===== config.mk =====
export PLATFORM = sky130hd
export DESIGN_NAME = period_match_timer
export DESIGN_NICKNAME = d
export VERILOG_FILES = /design/src/rtl/period_timer_pkg.sv /design/src/rtl/period_match_timer.sv
export SDC_FILE = /design/constraint.sdc
export NUM_CORES = 1
export LEC_CHECK = 0
export BUFFER_PORTS_ARGS = -buffer_cell sky130_fd_sc_hd__buf_2
export CORE_ASPECT_RATIO = 1.4
export CORE_MARGIN = 3
export CORE_UTILIZATION = 54
export DETAILED_ROUTE_END_ITERATION = 8
export PLACE_DENSITY = 0.74
export SLEW_MARGIN = 5
export SYNTH_ARGS = -nofsm -noshare
export SYNTH_HDL_FRONTEND = slang
export SYNTH_SLANG_ARGS = --single-unit

===== constraint.sdc =====
create_clock -name clk -period 4.5 [get_ports clk]
set_input_delay 0.675 -clock clk [delete_from_list [all_inputs] [get_ports clk]]
set_output_delay 0.675 -clock clk [all_outputs]
set_load 0.01 [all_outputs]

===== src/rtl/period_timer_pkg.sv =====
// Package with register map, field layout and reset values of the timer.
package period_timer_pkg;

   // ------------------------------------------------------------------
   // Register indices
   // ------------------------------------------------------------------
   localparam logic [2:0] ADDR_COUNT = 3'h0;
   localparam logic [2:0] ADDR_PERIOD = 3'h1;
   localparam logic [2:0] ADDR_CONTROL = 3'h2;
   localparam logic [2:0] ADDR_IRQ_FLAG = 3'h3;
   localparam logic [2:0] ADDR_IRQ_ENABLE = 3'h4;

   // ------------------------------------------------------------------
   // Field positions
   // ------------------------------------------------------------------
   localparam int CTL_PRE_LSB = 0;
   localparam int CTL_ON_BIT = 2;
   localparam int CTL_POST_LSB = 3;
   localparam int IRQ_MATCH_BIT = 1;

   // ------------------------------------------------------------------
   // Reset values and divider terminal counts
   // ------------------------------------------------------------------
   localparam logic [7:0] COUNT_RESET = 8'h00;
   localparam logic [7:0] PERIOD_RESET = 8'hFF;
   localparam logic [6:0] CONTROL_RESET = 7'h00;
   localparam logic [5:0] PRE_LAST_DIV1 = 6'h00;
   localparam logic [5:0] PRE_LAST_DIV4 = 6'h03;
   localparam logic [5:0] PRE_LAST_DIV16 = 6'h0F;
   localparam logic [5:0] PRE_LAST_DIV64 = 6'h3F;

endpackage : period_timer_pkg


===== src/rtl/period_match_timer.sv =====
// Eight-bit period match timer with prescaler and postscaler.
`timescale 1ns/1ps
`default_nettype none

module period_match_timer
(
   input wire logic clk,
   input wire logic rst_n,
   input wire logic sleep,
   input wire logic [2:0] regAddr,
   input wire logic [7:0] regWrData,
   input wire logic regWrite,
   input wire logic regRead,
   output logic [7:0] regRdData,
   output logic periodMatch,
   output logic pwmPeriodStart,
   output logic irqRequest
);

   // ------------------------------------------------------------------
   // State
   // ------------------------------------------------------------------
   logic [7:0] count_q;
   logic [7:0] period_q;
   logic [6:0] control_q;
   logic [5:0] preCnt_q;
   logic [3:0] postCnt_q;
   logic matchFlag_q;
   logic irqEnable_q;
   logic reloadPending_q;
   logic [7:0] regRdData_q;
   logic periodMatch_q;
   logic pwmPeriodStart_q;
   logic irqRequest_q;

   logic [1:0] preSel;
   logic [3:0] postSel;
   logic timerOn;
   logic running;
   logic [5:0] preLast;
   logic tick;
   logic match;
   logic postDone;
   logic wrCount;
   logic wrPeriod;
   logic wrControl;
   logic wrIrqFlag;
   logic wrIrqEnable;
   logic reload;
   logic [7:0] count_d;
   logic [7:0] period_d;
   logic [6:0] control_d;
   logic [5:0] preCnt_d;
   logic [3:0] postCnt_d;
   logic matchFlag_d;
   logic irqEnable_d;
   logic reloadPending_d;
   logic [7:0] regRdData_d;

   assign preSel = control_q[period_timer_pkg::CTL_PRE_LSB +: 2];
   assign postSel = control_q[period_timer_pkg::CTL_POST_LSB +: 4];
   assign timerOn = control_q[period_timer_pkg::CTL_ON_BIT];

   // The instruction clock is clk itself; the timer is gated by on and
   // by sleep so that nothing moves while either holds it.
   assign running = timerOn && !sleep;

   assign wrCount = regWrite && (regAddr == period_timer_pkg::ADDR_COUNT);
   assign wrPeriod = regWrite && (regAddr == period_timer_pkg::ADDR_PERIOD);
   assign wrControl = regWrite &&
                      (regAddr == period_timer_pkg::ADDR_CONTROL);
   assign wrIrqFlag = regWrite &&
                      (regAddr == period_timer_pkg::ADDR_IRQ_FLAG);
   assign wrIrqEnable = regWrite &&
                        (regAddr == period_timer_pkg::ADDR_IRQ_ENABLE);

   // ------------------------------------------------------------------
   // Prescaler
   // ------------------------------------------------------------------
   always_comb
   begin
      unique case (preSel)
         2'b00: preLast = period_timer_pkg::PRE_LAST_DIV1;
         2'b01: preLast = period_timer_pkg::PRE_LAST_DIV4;
         2'b10: preLast = period_timer_pkg::PRE_LAST_DIV16;
         2'b11: preLast = period_timer_pkg::PRE_LAST_DIV64;
      endcase
   end

   // The terminal test is a greater-or-equal, but a ratio lowered in mid-count
   // comes with the control write that restarts the prescaler at zero.
   assign tick = running && (preCnt_q >= preLast);

   // The prescaler restarts on each tick and on the writes that must
   // clear it; it holds while the timer is off or asleep.
   always_comb
   begin
      preCnt_d = preCnt_q;
      if (wrCount || wrControl)
         preCnt_d = 6'h00;
      else if (tick)
         preCnt_d = 6'h00;
      else if (running)
         preCnt_d = preCnt_q + 6'h01;
   end

   always_ff @(posedge clk)
   begin
      if (!rst_n)
         preCnt_q <= 6'h00;
      else
         preCnt_q <= preCnt_d;
   end

   // ------------------------------------------------------------------
   // Count and comparator
   // ------------------------------------------------------------------
   // The comparator looks every cycle. The match is reported once per
   // period: with a slow prescaler the count rests on the period value
   // for several cycles, and the pending flag masks all but the first.
   assign match = running && (count_q == period_q) &&
                  !reloadPending_q;

   // The first tick that finds the count on the period value reloads
   // it, so one period lasts the period value plus one ticks.
   assign reload = tick && (count_q == period_q);

   always_comb
   begin
      reloadPending_d = reloadPending_q;
      if (wrCount || wrPeriod)
         reloadPending_d = 1'b0;
      else if (match)
         reloadPending_d = 1'b1;
      else if (tick)
         reloadPending_d = 1'b0;
   end

   always_ff @(posedge clk)
   begin
      if (!rst_n)
         reloadPending_q <= 1'b0;
      else
         reloadPending_q <= reloadPending_d;
   end

   // A software write of the count wins over a reload in the same cycle.
   always_comb
   begin
      count_d = count_q;
      if (wrCount)
         count_d = regWrData;
      else if (reload)
         count_d = period_timer_pkg::COUNT_RESET;
      else if (tick)
         count_d = count_q + 8'h01;
   end

   always_ff @(posedge clk)
   begin
      if (!rst_n)
         count_q <= period_timer_pkg::COUNT_RESET;
      else
         count_q <= count_d;
   end

   always_comb
   begin
      period_d = period_q;
      if (wrPeriod)
         period_d = regWrData;
   end

   always_ff @(posedge clk)
   begin
      if (!rst_n)
         period_q <= period_timer_pkg::PERIOD_RESET;
      else
         period_q <= period_d;
   end

   // ------------------------------------------------------------------
   // Control register
   // ------------------------------------------------------------------
   // Bit seven is not stored, so it always reads back as zero. A write
   // here never touches the count; only the scalers restart.
   always_comb
   begin
      control_d = control_q;
      if (wrControl)
         control_d = regWrData[6:0];
   end

   always_ff @(posedge clk)
   begin
      if (!rst_n)
         control_q <= period_timer_pkg::CONTROL_RESET;
      else
         control_q <= control_d;
   end

   // ------------------------------------------------------------------
   // Postscaler and match flag
   // ------------------------------------------------------------------
   // The postscaler counts match pulses; the pulse that finds it on the
   // selected value completes the ratio of the field value plus one.
   assign postDone = match && (postCnt_q == postSel);

   always_comb
   begin
      postCnt_d = postCnt_q;
      if (wrCount || wrControl)
         postCnt_d = 4'h0;
      else if (postDone)
         postCnt_d = 4'h0;
      else if (match)
         postCnt_d = postCnt_q + 4'h1;
   end

   always_ff @(posedge clk)
   begin
      if (!rst_n)
         postCnt_q <= 4'h0;
      else
         postCnt_q <= postCnt_d;
   end

   // A completion in the cycle of a software clear still sets the flag.
   always_comb
   begin
      matchFlag_d = matchFlag_q;
      if (postDone)
         matchFlag_d = 1'b1;
      else if (wrIrqFlag)
         matchFlag_d =
            regWrData[period_timer_pkg::IRQ_MATCH_BIT];
   end

   always_ff @(posedge clk)
   begin
      if (!rst_n)
         matchFlag_q <= 1'b0;
      else
         matchFlag_q <= matchFlag_d;
   end

   always_comb
   begin
      irqEnable_d = irqEnable_q;
      if (wrIrqEnable)
         irqEnable_d = regWrData[period_timer_pkg::IRQ_MATCH_BIT];
   end

   always_ff @(posedge clk)
   begin
      if (!rst_n)
         irqEnable_q <= 1'b0;
      else
         irqEnable_q <= irqEnable_d;
   end

   always_ff @(posedge clk)
   begin
      if (!rst_n)
         irqRequest_q <= 1'b0;
      else
         irqRequest_q <= matchFlag_q && irqEnable_q;
   end

   // ------------------------------------------------------------------
   // Time base outputs
   // ------------------------------------------------------------------
   always_ff @(posedge clk)
   begin
      if (!rst_n)
         periodMatch_q <= 1'b0;
      else
         periodMatch_q <= match;
   end

   // Marks the tick on which the count reloads: PWM outputs go active
   // and duty buffers latch here.
   always_ff @(posedge clk)
   begin
      if (!rst_n)
         pwmPeriodStart_q <= 1'b0;
      else
         pwmPeriodStart_q <= reload && !wrCount;
   end

   // ------------------------------------------------------------------
   // Read port
   // ------------------------------------------------------------------
   // Read data stand for the one cycle after the strobe and are zero
   // otherwise, so a stale value can never be mistaken for an answer.
   // Indices beyond the map read as zero.
   always_comb
   begin
      regRdData_d = 8'h00;
      if (regRead)
      begin
         unique case (regAddr)
            period_timer_pkg::ADDR_COUNT: regRdData_d = count_q;
            period_timer_pkg::ADDR_PERIOD: regRdData_d = period_q;
            period_timer_pkg::ADDR_CONTROL:
               regRdData_d = {1'b0, control_q};
            period_timer_pkg::ADDR_IRQ_FLAG:
               regRdData_d = {6'h00, matchFlag_q, 1'b0};
            period_timer_pkg::ADDR_IRQ_ENABLE:
               regRdData_d = {6'h00, irqEnable_q, 1'b0};
            default: regRdData_d = 8'h00;
         endcase
      end
   end

   always_ff @(posedge clk)
   begin
      if (!rst_n)
         regRdData_q <= 8'h00;
      else
         regRdData_q <= regRdData_d;
   end

   assign regRdData = regRdData_q;
   assign periodMatch = periodMatch_q;
   assign pwmPeriodStart = pwmPeriodStart_q;
   assign irqRequest = irqRequest_q;

endmodule : period_match_timer

`default_nettype wire


==> metrics.csv <==
metric;value;unit
Setup Buffers After CTS;0;
pin count of the biggest net entering global routing;32;
drt via density;5.73;
num ports;27;
Max Clock Freq;0.396;GHz
global-route wire length before repair;9.53;mm
Hold Slack;0.496;ns
count of final max-slew check failures;0;
FILL cells;421;
part of the power in registers;0.572;
vias in the first global route;2063;
Mapped Area;0.00247;sq mm
Port Buffer Count;26;
num rows;28;
prevailing post-synth register cell;dfxtp_1;
pwr dens;286;mW/mm^2
cts bufs inserted;5;
CTS resizes;0;
relative slew slack;0.327;
Seq/Total Area, Yosys;0.380;
final hold vios;0;
number of synthesized register bits;47;
Max clock buf depth;2;
sw frac;0.262;
Sw Pwr;0.201;mW
average wire per standard cell;14.9;um
outcome;finished, final reports clean;
average size of a mapped cell;8.16;sq um
TritonCTS clock tree;yes;
drt total wl;5.74;mm
crit end category;flip-flop;
initial antenna violation count;0;
fraction of layout cells with a size suffix above 1;0.127;
root buf cell;clkbuf_8;
Reg clk slew, reported paths;0.08;ns
Clock Power Share;0.324;
global route overflow;0;
Core Box Area;0.00431;sq mm
P&R area growth vs syn;8.50;%
final count of negative-setup-slack endpoints;0;
clock latency on the worst-skew pair;0.30;ns
die height;86.1;um
min Tclk post-route;2.53;ns
Setup TNS;0;ns
Synth cell types;47;
CTS Sinks;47;
area share of the largest cell type after synthesis;0.380;
full die area;0.00544;sq mm
Die Width;63.2;um
Required @ worst endpoint;4.69;ns
Worst Skew;0.00642;ns
crit path kind;reg2reg;
synth cell count leaders;47 x dfxtp_1, 47 x nand2_1, 26 x a21oi_1;
Comb pwr share;0.104;
Mapped Nets;328;
1st-iter DRT viols;116;
H-Tree Depth;2;
Power, Total;0.769;mW
vias;2202;
dpl hpwl;4.35;mm
Initial Util;0.574;
placer congestion estimate;0.907;
Synth area leader;dfxtp_1;
EDFF count, synth;0;
Antenna Nets Post-Route;0;
Setup crit start kind;flip-flop;
Initial DRT Pass Iterations;4;
Inserted Diodes;0;
Synth Instances;303;
gr usage total;0.222;
period utilization;0.561;
Pleak;1.02;nW
hold crit path type;reg2reg;
max cap viols;0;
# nets final;348;
Yosys Warn Count;0;
Peak VDD IR;0.000240;V
Hold Buf Count CTS;0;
drc violations;0;
crit path DAT;2.72;ns
CP Max Fanout;10;
pre-CTS WS;1.98;ns
Int Pwr;0.567;mW
ranking of synthesized cells by area;dfxtp_1 38%, nand2_1 7.1%, a21oi_1 5.3%;
RSZ-0062 raised after global routing;false;
worst slew pin tran;1.01;ns
ys async rst share;0;
final worst slack;1.97;ns
-- registers in the layout, indices dropped and copies added, names as in the netlist --
signal / cells
count_q: 8
period_q: 8
regRdData: 8
control_q: 7
preCnt_q: 6
postCnt_q: 4
irqEnable_q: 1
irqRequest: 1
matchFlag_q: 1
periodMatch: 1
pwmPeriodStart: 1
reloadPending_q: 1
-- through the flow --
stage	instances	area [sq um]	util
2_1_floorplan	303	2470	-
3_3_place_gp	376	2600	0.604
3_5_place_dp	376	2600	0.604
4_1_cts	384	2680	0.623
5_1_grt	384	2680	0.623
6_report	384	2680	0.623
-- layer usage --
layer  vias up  routed length [um]  GRT usage
met5         -                   0          0
met4         0                 109     0.0864
met3        11                 253     0.0380
met2        48                3030      0.398
met1      1034                2350      0.261
li1       1109                   -          -
-- layout by cell type, fill, tap and decap left out, types with 2 or more instances in the layout --
cell type,count
xnor2_1,4
dfxtp_1,47
nor3_1,8
and3_1,4
or2_2,2
nand2b_1,3
buf_2,26
ha_1,9
and2_1,2
o31ai_1,4
nand3_1,21
nand4_1,3
xor2_1,11
clkbuf_1,2
a21boi_0,8
nor2_1,21
clkbuf_8,5
nor2b_1,5
or3_1,3
a21bo_2,2
a31oi_1,8
inv_1,7
nor4_1,2
nand2_1,47
nand3b_1,3
o21ai_0,12
a21oi_1,26
mux2i_1,8
o21a_1,3
-- power groups by stage --
stage | Clock [mW] | Combinational (mW) | Sequential, mW
6_report | 0.249 | 0.0797 | 0.440
4_1_cts | 0.256 | 0.0792 | 0.440
3_5_place_dp | 0 | 0.0788 | 0.449
2_1_floorplan | 0 | 0.0569 | 0.445
5_1_grt | 0.269 | 0.0889 | 0.441
3_3_place_gp | 0 | 0.0780 | 0.449
-- critical path, stage by stage, from the launching register on --
cell and delay, ns:
dfxtp_1 0.33, or2_2 0.31, ha_1 0.27, nor2b_1 0.09, o21ai_0 0.14, a32oi_1 0.86
nor4b_1 0.10, o31a_1 0.31
-- area by class of cell --
| class | count | area [sq um] | share of cell area |
|---|---|---|---|
| Tap cell | 60 | 75.1 | 0.0280 |
| Clock buffer | 7 | 76.3 | 0.0284 |
| Multi-Input combinational cell | 236 | 1430 | 0.533 |
| Clock inverter | 1 | 5.00 | 0.00186 |
| Inverter | 7 | 26.3 | 0.00979 |
| Timing Repair Buffer | 26 | 130 | 0.0485 |
| Sequential cell | 47 | 941 | 0.351 |
-- worst paths after layout --
path	start	cells past startpoint	slack (ns)	end
min reg2reg	control_q[1]	2	0.50	control_q[1]
max reg2reg	control_q[0]	7	1.97	count_q[2]
max	control_q[0]	7	1.97	count_q[2]
min	control_q[1]	2	0.50	control_q[1]
-- cell families after synthesis --
| group | after synthesis | share of synthesized area |
|---|---|---|
| multiplexers | 9 | 0.0369 |
| XOR/XNOR | 15 | 0.0531 |
| buffers and inverters | 20 | 0.0415 |
| flip-flops | 47 | 0.380 |
| adder cells (fa/ha/maj) | 9 | 0.0455 |
| AO/OA/AOI/OAI | 71 | 0.176 |
| AND/OR/NAND/NOR | 132 | 0.267 |
Power figures use the tool's default switching activity.
